File: config.mk
export PLATFORM = sky130hd
export DESIGN_NAME = oss_top
export DESIGN_NICKNAME = d
export VERILOG_FILES = /design/src/hdl/oss_pkg.sv /design/src/hdl/oss_top.sv
export VERILOG_INCLUDE_DIRS = /design/src /design/src/hdl
export SDC_FILE = /design/constraint.sdc
export NUM_CORES = 1
export LEC_CHECK = 0
export ABC_AREA = 1
export BUFFER_PORTS_ARGS = -buffer_cell sky130_fd_sc_hd__buf_4
export CAP_MARGIN = 20
export CORE_MARGIN = 3
export CORE_UTILIZATION = 56
export DETAILED_ROUTE_END_ITERATION = 7
export GPL_TIMING_DRIVEN = 0
export PLACE_DENSITY = 0.9
export SYNTH_ARGS = -nofsm -noshare
export SYNTH_HDL_FRONTEND = slang
export SYNTH_SLANG_ARGS = --single-unit
File: constraint.sdc
create_clock -name clk -period 7.3 [get_ports clk]
set_input_delay 1.46 -clock clk [delete_from_list [all_inputs] [get_ports clk]]
set_output_delay 1.46 -clock clk [all_outputs]
set_load 0.05 [all_outputs]
File: src/hdl/oss_cfg.svh
// Offsets, field positions, reset values and timing figures of the block
`ifndef OSS_CFG_SVH
`define OSS_CFG_SVH

// Register byte addresses
`define OSS_ADDR_STATUS_CONTROL 4'h0
`define OSS_ADDR_TRIM           4'h4
`define OSS_ADDR_PIN_CONFIG     4'h8

// oscillator_status_control fields
`define OSS_SRC_MSB    7
`define OSS_SRC_LSB    6
`define OSS_FREQ_MSB   5
`define OSS_FREQ_LSB   4
`define OSS_REQ_BIT    3
`define OSS_ENG_BIT    2
`define OSS_RANGE_MSB  1
`define OSS_RANGE_LSB  0

// pin_config fields
`define OSS_OUT_EN_BIT 0
`define OSS_RIS_BIT    1

// Reset values
`define OSS_RST_SRC    2'h0
`define OSS_RST_FREQ   2'h2
`define OSS_RST_RANGE  2'h0
`define OSS_RST_TRIM   8'h80
`define OSS_TRIM_MID   9'h080

// Frequencies in kHz and the system clock rate
`define OSS_CLK_KHZ    100000
`define OSS_F4M0_KHZ   4000
`define OSS_F8M0_KHZ   8000
`define OSS_F12M8_KHZ  12800

// Trim step of about 0.2 percent, as a shift of 1/512
`define OSS_TRIM_SHIFT 9

// External rising edges required before the switch
`define OSS_EXT_EDGES  2'h2

// AXI responses
`define OSS_RESP_OKAY  2'h0
`define OSS_RESP_SLVERR 2'h2

`endif

File: src/hdl/oss_pkg.sv
// Types of the oscillator source selection block
package oss_pkg;

    typedef enum logic [2:0] {
        OSS_S_INT    = 3'b000,
        OSS_S_WAIT   = 3'b001,
        OSS_S_TO_EXT = 3'b010,
        OSS_S_EXT    = 3'b011,
        OSS_S_TO_INT = 3'b100
    } oss_state_t;

    typedef enum logic [1:0] {
        OSS_SRC_INTERNAL = 2'b00,
        OSS_SRC_EXT_CLK  = 2'b01,
        OSS_SRC_EXT_RC   = 2'b10,
        OSS_SRC_CRYSTAL  = 2'b11
    } oss_source_t;

endpackage

File: src/hdl/oss_top.sv
// Oscillator source selection with AXI4-Lite register access
//
// Behaviour
// - No interrupt output of any kind.
// - Wait mode leaves oscillator and both bus clocks running.
// - In stop mode with stop_osc_disable the oscillator runs only when run_in_stop is set.
// - No status flags; break state touches no bit here.
// - clock_in_pin serves crystal, RC or external clock input.
// - Internal source releases clock_in_pin to the port logic.
// - Crystal option drives inverted clock_in_pin on clock_out_pin.
// - External clock, or internal or RC without clock_out_pin_enable, leave clock_out_pin to the port.
// - Internal or RC with clock_out_pin_enable outputs quad bus clock.
// - clock_source_select: internal, external, RC, crystal; reset internal.
// - internal_freq_select: 4.0, 8.0, 12.8 MHz; 12.8 at reset.
// - crystal_range_select enables the matching crystal amplifier.
// - external_clock_request starts the switch; cleared by reset.
// - external_clock_request ignored under monitor bypass.
// - external_clock_engaged reads 1 while external source drives.
// - Each trim step changes the period by about 0.2 percent.
// - Trim is relative to the selected internal frequency.
// - Two external rising edges, clean switch, engaged, then stop.
// - Quad clock equals input clock; double clock is half of it.
// - Clearing source and request returns to the internal source.
// - External clock option forces clock_out_pin_enable to zero.
`timescale 1ns/1ps
`include "oss_cfg.svh"

module oss_top #(
    parameter int ACC_WIDTH = 24
) (
    // Clock and reset
    input  wire logic        clk,
    input  wire logic        reset,
    // AXI4-Lite write address
    input  wire logic [3:0]  s_axi_awaddr,
    input  wire logic        s_axi_awvalid,
    output logic             s_axi_awready,
    // AXI4-Lite write data
    input  wire logic [31:0] s_axi_wdata,
    input  wire logic [3:0]  s_axi_wstrb,
    input  wire logic        s_axi_wvalid,
    output logic             s_axi_wready,
    // AXI4-Lite write response
    output logic [1:0]       s_axi_bresp,
    output logic             s_axi_bvalid,
    input  wire logic        s_axi_bready,
    // AXI4-Lite read address
    input  wire logic [3:0]  s_axi_araddr,
    input  wire logic        s_axi_arvalid,
    output logic             s_axi_arready,
    // AXI4-Lite read data
    output logic [31:0]      s_axi_rdata,
    output logic [1:0]       s_axi_rresp,
    output logic             s_axi_rvalid,
    input  wire logic        s_axi_rready,
    // System integration side
    input  wire logic        stop_mode,
    input  wire logic        stop_osc_disable,
    input  wire logic        monitor_bypass,
    output logic             quad_bus_clock,
    output logic             double_bus_clock,
    // Oscillator pins
    input  wire logic        clock_in_pin,
    output logic             clock_in_claim,
    output logic             clock_out_pin_o,
    output logic             clock_out_pin_oe,
    output logic             clock_out_claim,
    // Analogue controls
    output logic [2:0]       crystal_amp_enable,
    output logic             internal_osc_running
);
    import oss_pkg::*;

    if (ACC_WIDTH < 16 || ACC_WIDTH > 30) begin : g_width_check
        $error("oss_top: ACC_WIDTH out of range");
    end

    // Phase increments per system clock for each internal frequency
    localparam logic [63:0] ACC_ONE = 64'h1 << ACC_WIDTH;
    localparam logic [ACC_WIDTH-1:0] INC_4M0 = ACC_WIDTH'(
        ACC_ONE * 64'(`OSS_F4M0_KHZ) / 64'(`OSS_CLK_KHZ));
    localparam logic [ACC_WIDTH-1:0] INC_8M0 = ACC_WIDTH'(
        ACC_ONE * 64'(`OSS_F8M0_KHZ) / 64'(`OSS_CLK_KHZ));
    localparam logic [ACC_WIDTH-1:0] INC_12M8 = ACC_WIDTH'(
        ACC_ONE * 64'(`OSS_F12M8_KHZ) / 64'(`OSS_CLK_KHZ));

    function automatic logic map_hit(input logic [3:0] a);
        map_hit = (a == `OSS_ADDR_STATUS_CONTROL) ||
                  (a == `OSS_ADDR_TRIM) ||
                  (a == `OSS_ADDR_PIN_CONFIG);
    endfunction

    // Software visible state
    oss_source_t source_reg;
    logic [1:0]  freq_reg;
    logic [1:0]  range_reg;
    logic        request_reg;
    logic        engaged_reg;
    logic [7:0]  trim_reg;
    logic        out_en_reg;
    logic        run_in_stop_reg;

    // Bus slave state
    logic        aw_held_reg;
    logic        w_held_reg;
    logic [3:0]  awaddr_reg;
    logic [31:0] wdata_reg;
    logic [3:0]  wstrb_reg;
    logic        wr_fire;
    logic        wr_hit;

    // Clock path state
    oss_state_t          state_reg;
    logic [ACC_WIDTH-1:0] acc_reg;
    logic                 pin_prev_reg;
    logic [1:0]           edges_reg;
    logic                 sel_ext_reg;
    logic                 quad_prev_reg;
    logic                 int_clk;
    logic                 int_run;
    logic                 osc_on;
    logic                 ext_rise;
    logic                 want_ext;
    logic                 drop_ext;
    logic [ACC_WIDTH-1:0] base_inc;
    logic [ACC_WIDTH-1:0] trim_inc;

    // Only one write in flight; the response must drain first
    assign s_axi_awready = !aw_held_reg && !s_axi_bvalid;
    assign s_axi_wready  = !w_held_reg && !s_axi_bvalid;
    assign s_axi_arready = !s_axi_rvalid;
    assign wr_fire = aw_held_reg && w_held_reg;
    assign wr_hit  = wr_fire && map_hit(awaddr_reg) && wstrb_reg[0];

    always_ff @(posedge clk) begin
        if (reset) begin
            aw_held_reg <= 1'b0;
            awaddr_reg  <= 4'h0;
        end else if (s_axi_awvalid && s_axi_awready) begin
            aw_held_reg <= 1'b1;
            awaddr_reg  <= s_axi_awaddr;
        end else if (wr_fire) begin
            aw_held_reg <= 1'b0;
        end
    end

    always_ff @(posedge clk) begin
        if (reset) begin
            w_held_reg <= 1'b0;
            wdata_reg  <= 32'h0;
            wstrb_reg  <= 4'h0;
        end else if (s_axi_wvalid && s_axi_wready) begin
            w_held_reg <= 1'b1;
            wdata_reg  <= s_axi_wdata;
            wstrb_reg  <= s_axi_wstrb;
        end else if (wr_fire) begin
            w_held_reg <= 1'b0;
        end
    end

    always_ff @(posedge clk) begin
        if (reset) begin
            s_axi_bvalid <= 1'b0;
            s_axi_bresp  <= `OSS_RESP_OKAY;
        end else if (wr_fire) begin
            s_axi_bvalid <= 1'b1;
            s_axi_bresp  <= map_hit(awaddr_reg) ? `OSS_RESP_OKAY
                                                : `OSS_RESP_SLVERR;
        end else if (s_axi_bready) begin
            s_axi_bvalid <= 1'b0;
        end
    end

    always_ff @(posedge clk) begin
        if (reset) begin
            s_axi_rvalid <= 1'b0;
            s_axi_rdata  <= 32'h0;
            s_axi_rresp  <= `OSS_RESP_OKAY;
        end else if (s_axi_arvalid && s_axi_arready) begin
            s_axi_rvalid <= 1'b1;
            s_axi_rresp  <= map_hit(s_axi_araddr) ? `OSS_RESP_OKAY
                                                  : `OSS_RESP_SLVERR;
            unique case (s_axi_araddr)
                `OSS_ADDR_STATUS_CONTROL:
                    s_axi_rdata <= {24'h0, source_reg, freq_reg,
                                    request_reg, engaged_reg,
                                    range_reg};
                `OSS_ADDR_TRIM:
                    s_axi_rdata <= {24'h0, trim_reg};
                `OSS_ADDR_PIN_CONFIG:
                    s_axi_rdata <= {30'h0, run_in_stop_reg, out_en_reg};
                default:
                    s_axi_rdata <= 32'h0;
            endcase
        end else if (s_axi_rready) begin
            s_axi_rvalid <= 1'b0;
        end
    end

    // Status and control fields; engaged bit is not writable
    always_ff @(posedge clk) begin
        if (reset) begin
            source_reg  <= OSS_SRC_INTERNAL;
            freq_reg    <= `OSS_RST_FREQ;
            range_reg   <= `OSS_RST_RANGE;
            request_reg <= 1'b0;
        end else if (wr_hit && awaddr_reg == `OSS_ADDR_STATUS_CONTROL) begin
            source_reg  <= oss_source_t'(
                           wdata_reg[`OSS_SRC_MSB:`OSS_SRC_LSB]);
            freq_reg    <= wdata_reg[`OSS_FREQ_MSB:`OSS_FREQ_LSB];
            range_reg   <= wdata_reg[`OSS_RANGE_MSB:`OSS_RANGE_LSB];
            request_reg <= wdata_reg[`OSS_REQ_BIT];
        end
    end

    always_ff @(posedge clk) begin
        if (reset) begin
            trim_reg <= `OSS_RST_TRIM;
        end else if (wr_hit && awaddr_reg == `OSS_ADDR_TRIM) begin
            trim_reg <= wdata_reg[7:0];
        end
    end

    // Pin enable is held clear while the external clock option is chosen
    always_ff @(posedge clk) begin
        if (reset) begin
            out_en_reg      <= 1'b0;
            run_in_stop_reg <= 1'b0;
        end else begin
            if (wr_hit && awaddr_reg == `OSS_ADDR_PIN_CONFIG) begin
                run_in_stop_reg <= wdata_reg[`OSS_RIS_BIT];
            end
            if (source_reg == OSS_SRC_EXT_CLK) begin
                out_en_reg <= 1'b0;
            end else if (wr_hit && awaddr_reg == `OSS_ADDR_PIN_CONFIG) begin
                out_en_reg <= wdata_reg[`OSS_OUT_EN_BIT];
            end
        end
    end

    // Stop mode with stop_osc_disable shuts the oscillator unless run_in_stop overrides;
    // wait mode has no input here, so the clocks keep running
    assign osc_on = !(stop_mode && stop_osc_disable &&
                      !run_in_stop_reg);

    // Internal oscillator as a phase accumulator; reserved code falls
    // back to the reset frequency and is not a supported setting
    always_comb begin
        unique case (freq_reg)
            2'h0:    base_inc = INC_4M0;
            2'h1:    base_inc = INC_8M0;
            2'h2:    base_inc = INC_12M8;
            default: base_inc = INC_12M8;
        endcase
    end

    // Larger trim lowers the increment, lengthening the period, scaled
    // from the selected base so the step stays relative to it
    always_comb begin
        logic signed [8:0]           offs;
        logic signed [ACC_WIDTH+9:0] prod;
        offs = $signed({1'b0, trim_reg}) - $signed(`OSS_TRIM_MID);
        prod = $signed({1'b0, base_inc}) * offs;
        trim_inc = base_inc - ACC_WIDTH'(prod >>> `OSS_TRIM_SHIFT);
    end

    assign int_run = osc_on && (state_reg != OSS_S_EXT);
    assign int_clk = acc_reg[ACC_WIDTH-1];

    always_ff @(posedge clk) begin
        if (reset) begin
            acc_reg <= '0;
        end else if (int_run) begin
            acc_reg <= acc_reg + trim_inc;
        end
    end

    // Switching requests
    assign ext_rise = clock_in_pin && !pin_prev_reg;
    assign want_ext = request_reg && source_reg != OSS_SRC_INTERNAL &&
                      !monitor_bypass;
    assign drop_ext = !request_reg ||
                      source_reg == OSS_SRC_INTERNAL;

    always_ff @(posedge clk) begin
        if (reset) begin
            pin_prev_reg <= 1'b0;
        end else begin
            pin_prev_reg <= clock_in_pin;
        end
    end

    // Mux changes only while both clocks are low, so no short phase
    always_ff @(posedge clk) begin
        if (reset) begin
            state_reg   <= OSS_S_INT;
            edges_reg   <= 2'h0;
            sel_ext_reg <= 1'b0;
            engaged_reg <= 1'b0;
        end else begin
            unique case (state_reg)
                OSS_S_INT: begin
                    edges_reg <= 2'h0;
                    if (want_ext) begin
                        state_reg <= OSS_S_WAIT;
                    end
                end
                OSS_S_WAIT: begin
                    if (drop_ext) begin
                        state_reg <= OSS_S_INT;
                    end else if (ext_rise) begin
                        edges_reg <= edges_reg + 2'h1;
                        if (edges_reg + 2'h1 == `OSS_EXT_EDGES) begin
                            state_reg <= OSS_S_TO_EXT;
                        end
                    end
                end
                OSS_S_TO_EXT: begin
                    if (drop_ext) begin
                        state_reg <= OSS_S_INT;
                    end else if (!int_clk && !clock_in_pin) begin
                        sel_ext_reg <= 1'b1;
                        engaged_reg <= 1'b1;
                        state_reg   <= OSS_S_EXT;
                    end
                end
                OSS_S_EXT: begin
                    if (drop_ext) begin
                        state_reg <= OSS_S_TO_INT;
                    end
                end
                OSS_S_TO_INT: begin
                    if (!int_clk && !clock_in_pin) begin
                        sel_ext_reg <= 1'b0;
                        engaged_reg <= 1'b0;
                        state_reg   <= OSS_S_INT;
                    end
                end
                default: begin
                    state_reg <= OSS_S_INT;
                end
            endcase
        end
    end

    // Bus clocks; no interrupt is generated anywhere in this block
    // and it keeps no flags for break handling to protect
    always_ff @(posedge clk) begin
        if (reset) begin
            quad_bus_clock <= 1'b0;
            quad_prev_reg  <= 1'b0;
        end else begin
            quad_bus_clock <= osc_on &&
                (sel_ext_reg ? clock_in_pin : int_clk);
            quad_prev_reg  <= quad_bus_clock;
        end
    end

    always_ff @(posedge clk) begin
        if (reset) begin
            double_bus_clock <= 1'b0;
        end else if (quad_bus_clock && !quad_prev_reg) begin
            double_bus_clock <= !double_bus_clock;
        end
    end

    // Pin ownership
    assign clock_in_claim = source_reg != OSS_SRC_INTERNAL;
    assign clock_out_claim = source_reg == OSS_SRC_CRYSTAL ||
        (out_en_reg && (source_reg == OSS_SRC_INTERNAL ||
                        source_reg == OSS_SRC_EXT_RC));
    assign clock_out_pin_oe = clock_out_claim;

    always_ff @(posedge clk) begin
        if (reset) begin
            clock_out_pin_o <= 1'b0;
        end else if (source_reg == OSS_SRC_CRYSTAL) begin
            clock_out_pin_o <= !clock_in_pin;
        end else begin
            clock_out_pin_o <= quad_bus_clock;
        end
    end

    // Crystal amplifier per range; reserved code enables none
    always_ff @(posedge clk) begin
        if (reset) begin
            crystal_amp_enable <= 3'h0;
        end else if (source_reg == OSS_SRC_CRYSTAL && osc_on) begin
            unique case (range_reg)
                2'h0:    crystal_amp_enable <= 3'h1;
                2'h1:    crystal_amp_enable <= 3'h2;
                2'h2:    crystal_amp_enable <= 3'h4;
                default: crystal_amp_enable <= 3'h0;
            endcase
        end else begin
            crystal_amp_enable <= 3'h0;
        end
    end

    always_ff @(posedge clk) begin
        if (reset) begin
            internal_osc_running <= 1'b0;
        end else begin
            internal_osc_running <= int_run;
        end
    end

endmodule // oss_top

After elaboration in Yosys (flattened, before gate mapping)
Index checks and enable logic that the tools add are counted.
{"block": "totals", "regBits": 109, "inputBits": 55, "word_cells": 150}
{"block": "classes", "addsub": 4, "n_mul": 1, "n_eq_ne": 26, "n_mux": 30, "bitwise": 1, "n_reduce_logical": 60}
{"operator": "22-bit case mux with 2 select lines", "count": 1}
{"operator": "23-bit by 9-bit multiplier with 32-bit output", "count": 1}
{"operator": "24-bit adder", "count": 1}
{"operator": "3-bit two-way mux", "count": 8}
{"operator": "8-bit case mux with 3 select lines", "count": 1}
{"operator": "24-bit subtractor", "count": 1}
{"operator": "1-bit logical AND", "count": 22}
{"operator": "3-bit case mux with 5 select lines", "count": 1}
{"operator": "2-bit inequality test (second input constant)", "count": 7}
{"operator": "2-bit nonzero test", "count": 7}
{"operator": "1-bit logical NOT", "count": 13}
{"operator": "1-bit two-way mux", "count": 12}
{"operator": "3-bit inequality test (second input constant)", "count": 3}
{"operator": "3-bit case mux with 3 select lines", "count": 1}
{"operator": "8-bit by 8-bit subtractor with 9-bit output (second input constant)", "count": 1}
{"operator": "2-bit equality test (second input constant)", "count": 4}
{"operator": "4-bit by 3-bit equality test with 1-bit output (second input constant)", "count": 2}
{"operator": "4-bit equality test (second input constant)", "count": 2}
{"operator": "4-bit logical NOT", "count": 2}
{"operator": "2-bit two-way mux", "count": 4}
{"operator": "1-bit logical OR", "count": 7}
{"operator": "2-bit by 1-bit equality test with 1-bit output (second input constant)", "count": 3}
{"operator": "3-bit by 2-bit equality test with 1-bit output (second input constant)", "count": 2}
{"operator": "2-bit logical NOT", "count": 3}
{"operator": "12 further kinds", "count": 13}

Depth between registers and ports, before layout
{"block": "logic_depth", "word_depth": 6, "depth_mapped": 43, "depth_no_buf": 43}

Least setup slack after synthesis
OpenSTA, ideal clock, no wires.
{"block": "synth_timing", "path_type": "flip-flop to flip-flop", "startpoint": "reg freq_reg[0]", "endpoint": "reg acc_reg[23]", "arrival_ps": 6958, "path_slack_ps": 233, "path_stages_with_launch": 37, "synth_period_minus_slack_ps": 7067, "path_cell_list": "dfxtp_1 clkinv_1 nor2_2 nor2_1 fa_1 inv_1 fa_1 inv_1 fa_1 fa_1 inv_1 fa_1 inv_1 ha_1 nand2_1 nand2_1 nand2_1 nand2_1 a21oi_1 nand2_2 nand2_2 nand2_4 a211oi_1 xor2_1 fa_1 ha_1 nand2_1 nor3_2 nand4_1 nand3_1 nand2_1 nand2_1 inv_1 nand2_1 nand3_1 nand2_1 inv_1"}
{"block": "synth_between", "elab_chain_cells": 5, "word_cells_on_any_way": 6, "classes_between": "add/sub: 2; mul: 1; eq/ne: 1; mux: 1; reduce/logical: 1"}
{"element": "start, declared", "line": "oss_top.sv:95", "source": "logic [1:0] freq_reg;"}
{"element": "start signal, assigned", "line": "oss_top.sv:204", "source": "freq_reg <= `OSS_RST_FREQ;"}
{"element": "start signal, assigned", "line": "oss_top.sv:210", "source": "freq_reg <= wdata_reg[`OSS_FREQ_MSB:`OSS_FREQ_LSB];"}
{"element": "2-bit by 1-bit equality test with 1-bit output or 2-bit logical NOT (tied branches)", "line": "oss_top.sv:249", "source": "unique case (freq_reg)"}
{"element": "22-bit case mux with 2 select lines *", "line": "oss_top.sv:249"}
{"element": "23-bit by 9-bit multiplier with 32-bit output", "line": "oss_top.sv:263", "source": "prod = $signed({1'b0, base_inc}) * offs;"}
{"element": "24-bit subtractor *", "line": "oss_top.sv:264", "source": "trim_inc = base_inc - ACC_WIDTH'(prod >>> `OSS_TRIM_SHIFT);"}
{"element": "24-bit adder *", "line": "oss_top.sv:274", "source": "acc_reg <= acc_reg + trim_inc;"}
{"element": "end signal, assigned", "line": "oss_top.sv:274"}
{"element": "end, declared", "line": "oss_top.sv:114", "source": "logic [ACC_WIDTH-1:0] acc_reg;"}
Mark *: on every way between the ends. The rest lies on a longest branch, timed or not.
A chain may end at the register's enable or synchronous reset.

Worst setup path in the final report
{"block": "layout_timing", "startpoint": "reg freq_reg[1]", "endpoint": "reg acc_reg[22]"}
Same word-level chain as after synthesis.

==> reports/results.ini <==
[floorplanning]
die_w_microns=143
rows=49
die_h_microns=143
start_util_pct=57.9
core_area_sq_mm=0.0183
fp.dieArea_sq_mm=0.0206
num_io_pins=106

[sta]
min_period_ns=7.26
fin_ws_ns=0.0444
setup_tns_ns=0
skew_ns=0.0126
worst_pin_slew_ns=0.742
slew_violations=0
period_share_pct=99.4
hold_viol=0
max_freq_ghz=0.138
whs_ns=0.466
finalSetupViolCount=0
slew-limit-headroom_pct=50.5

[clock_tree]
clock_sink_count=83
insertion_delay_ns=0.35
cts_tree=built
cts_hold_buf=0
cts_max_path_buffers=2
numCtsBuffers=9
path_clk_slew_ns=0.06
htreeDepth=3
clockRootBuffer=clkbuf_16

[worst_setup_path]
cp-startpoint=freq_reg[1]$_SDFFE_PP1P_
crit_fanout=7
cp-end-kind=flop
endpoint=acc_reg[22]$_SDFFE_PP0P_
reg2reg_from=freq_reg[1]$_SDFFE_PP1P_
max_stage_delay_ns=0.60
reg2reg_depth=28
ff2ff_setup_slack_ns=0.04
cpMostUsedCell=fa_1
cp_slowest_cell=fa_1
cp.required_ns=7.54
critPathArrivalTime_ns=7.50
cp-start-kind=flop
r2r-end=acc_reg[22]$_SDFFE_PP0P_
crit_type=reg2reg

[power_and_ir_drop]
power_frac_clock_pct=21.0
power.leakage_nw=6.51
p_comb_share_pct=54.4
p_sw_share_pct=44.8
power_density_mw_per_mm2=193
power_switching_mw=1.08
p_int_mw=1.34
finalPower_mw=2.42
ir_worst_vdd_v=0.000218
power_frac_seq_pct=24.6

[logic_synthesis]
yosys.area.top_type_share_pct=23.7
synth_top_area_cell=fa_1
ys_ff_latch=83
synth_area_sq_mm=0.0106
syn_area_per_cell_sq_um=7.66
synth_ff_type=dfxtp_1
synth_cell_types=47
synth_edf_count=0
seq_area_frac_synth_pct=15.7
synth-async-reset-ratio_pct=0
yosys_warnings=0
synth.area.top_cells=fa_1, dfxtp_1, ha_1
syn_inst=1381

[grt]
grt_max_degree=15
track_usage_pct=29.2
grt_pass1_wl_microns=47000
grt_pass1_vias=9384
grt_overflow_total=0
antenna_found_initial=0

[placement]
portBuffers=52
place.gp.congestion=0.992
dp.cells=1688
dp_worst_setup_slack_ns=-1.34
dp_hpwl_microns=24100
postPlaceCellArea_sq_mm=0.0114

[layout]
largest_register_ffs=24
fin_nets=1807
areaGrowthSynthToFinish_pct=18.9
layout-drive-gt1-share_pct=17.3
mostFrequentLayoutCells=inv_1, nand2_1, nor2_1
layout.cells.non_filler=1734
final_common_cell=inv_1
fin_util_pct=68.8
n_antenna_cell=0
fin_area_sq_mm=0.0126

[detailed_routing]
num_vias=9984
drc=0
drtIter0Drc=1055
final_antenna_net_count=0
via_per_inst=5.76
first_pass_iters=7
wirelength_microns=31900
post_drt_wl_per_cell_microns=18.4

[status]
outcome=finished, final reports clean

[worst_hold_path]
min_path_type=reg2reg

[flow_run]
max_cap_violations=0

## cells in the mapped netlist (2+ instances only)
cell type	number
clkinv_1	3
xor2_1	19
nor4_1	3
nor2_4	2
xnor2_1	17
nor2_1	166
dfxtp_1	83
o22ai_1	7
a211oi_1	6
o21ai_0	80
nand2_2	10
or2_2	3
ha_1	127
conb_1	2
nor3_1	21
inv_1	288
o211ai_1	10
buf_2	3
fa_1	125
nand3_1	39
o221ai_1	2
nand4_1	12
a21oi_1	93
o211a_1	2
o21a_1	2
a31oi_1	5
nand3_2	2
a21boi_1	2
buf_4	27
nand2_1	180
a21o_1	5
a22oi_1	2
nor2_2	4
clkbuf_1	16
## what timing repair did
action                     in CTS  in global routing
pin swaps                      13                 43
buffers inserted               10                 20
cloned                          0                  0
setup endpoints to repair      22                 18
resized for setup              48                112
## area by class of cell
| class | instances | area (sq um) |
|---|---|---|
| Multi-Input combinational cell | 985 | 8230 |
| Fill cell | 1340 | 5690 |
| Sequential cell | 83 | 1670 |
| Inverter | 291 | 1110 |
| Timing Repair Buffer | 82 | 636 |
| Buffer | 48 | 318 |
| Tap cell | 229 | 287 |
| Clock buffer | 11 | 243 |
| Clock inverter | 5 | 85.1 |
## power by group through the flow
stage / Combinational, mW / Clock [mW] / Sequential [mW]
final: 1.32 / 0.510 / 0.596
after global routing: 1.48 / 0.525 / 0.604
after CTS: 1.23 / 0.512 / 0.595
after detailed placement: 1.18 / 0 / 0.605
after global placement: 1.16 / 0 / 0.601
after floorplan: 0.902 / 0 / 0.609
## critical path, delay by kind of cell, from the launching register on
family          cells  cell delay, ns
compound gates      6            1.07
fa+ha+maj           8            3.52
flops               1            0.32
xor+xnor            1            0.33
buf+inv             5            0.61
simple gates        8            1.32
## per-layer routing
layer | vias to the layer above | global-route usage (%) | wire length, microns
met4 | 0 | 12.0 | 1760
met1 | 4731 | 38.9 | 12100
li1 | 4549 | - | -
met2 | 557 | 47.6 | 15200
met5 | - | 0 | 0
met3 | 147 | 4.53 | 2760
## worst min-delay path by stage
stage,startpoint,to,cells past startpoint
3_5_place_dp,range_reg[1]$_SDFFE_PP0P_,crystal_amp_enable[0]$_SDFF_PP0_,1
2_1_floorplan,range_reg[1]$_SDFFE_PP0P_,crystal_amp_enable[0]$_SDFF_PP0_,1
3_3_place_gp,range_reg[1]$_SDFFE_PP0P_,crystal_amp_enable[0]$_SDFF_PP0_,1
5_1_grt,range_reg[1]$_SDFFE_PP0P_,crystal_amp_enable[0]$_SDFF_PP0_,1
6_report,s_axi_rdata[7]$_SDFFE_PP0P_,s_axi_rdata[7]$_SDFFE_PP0P_,2
4_1_cts,range_reg[1]$_SDFFE_PP0P_,crystal_amp_enable[0]$_SDFF_PP0_,1
## logic make-up (layout without fill, tap and decap cells)
logic type | Yosys count | in the layout | synth area share [%]
AND/OR/NAND/NOR | 445 | 445 | 17.7
other | 2 | 28 | 0.0710
adder cells (fa/ha/maj) | 252 | 252 | 38.7
buffers and inverters | 339 | 437 | 13.1
flip-flops | 83 | 83 | 15.7
AO/OA/AOI/OAI | 224 | 224 | 11.8
XOR/XNOR | 36 | 36 | 2.98
Power figures use the tool's default switching activity.
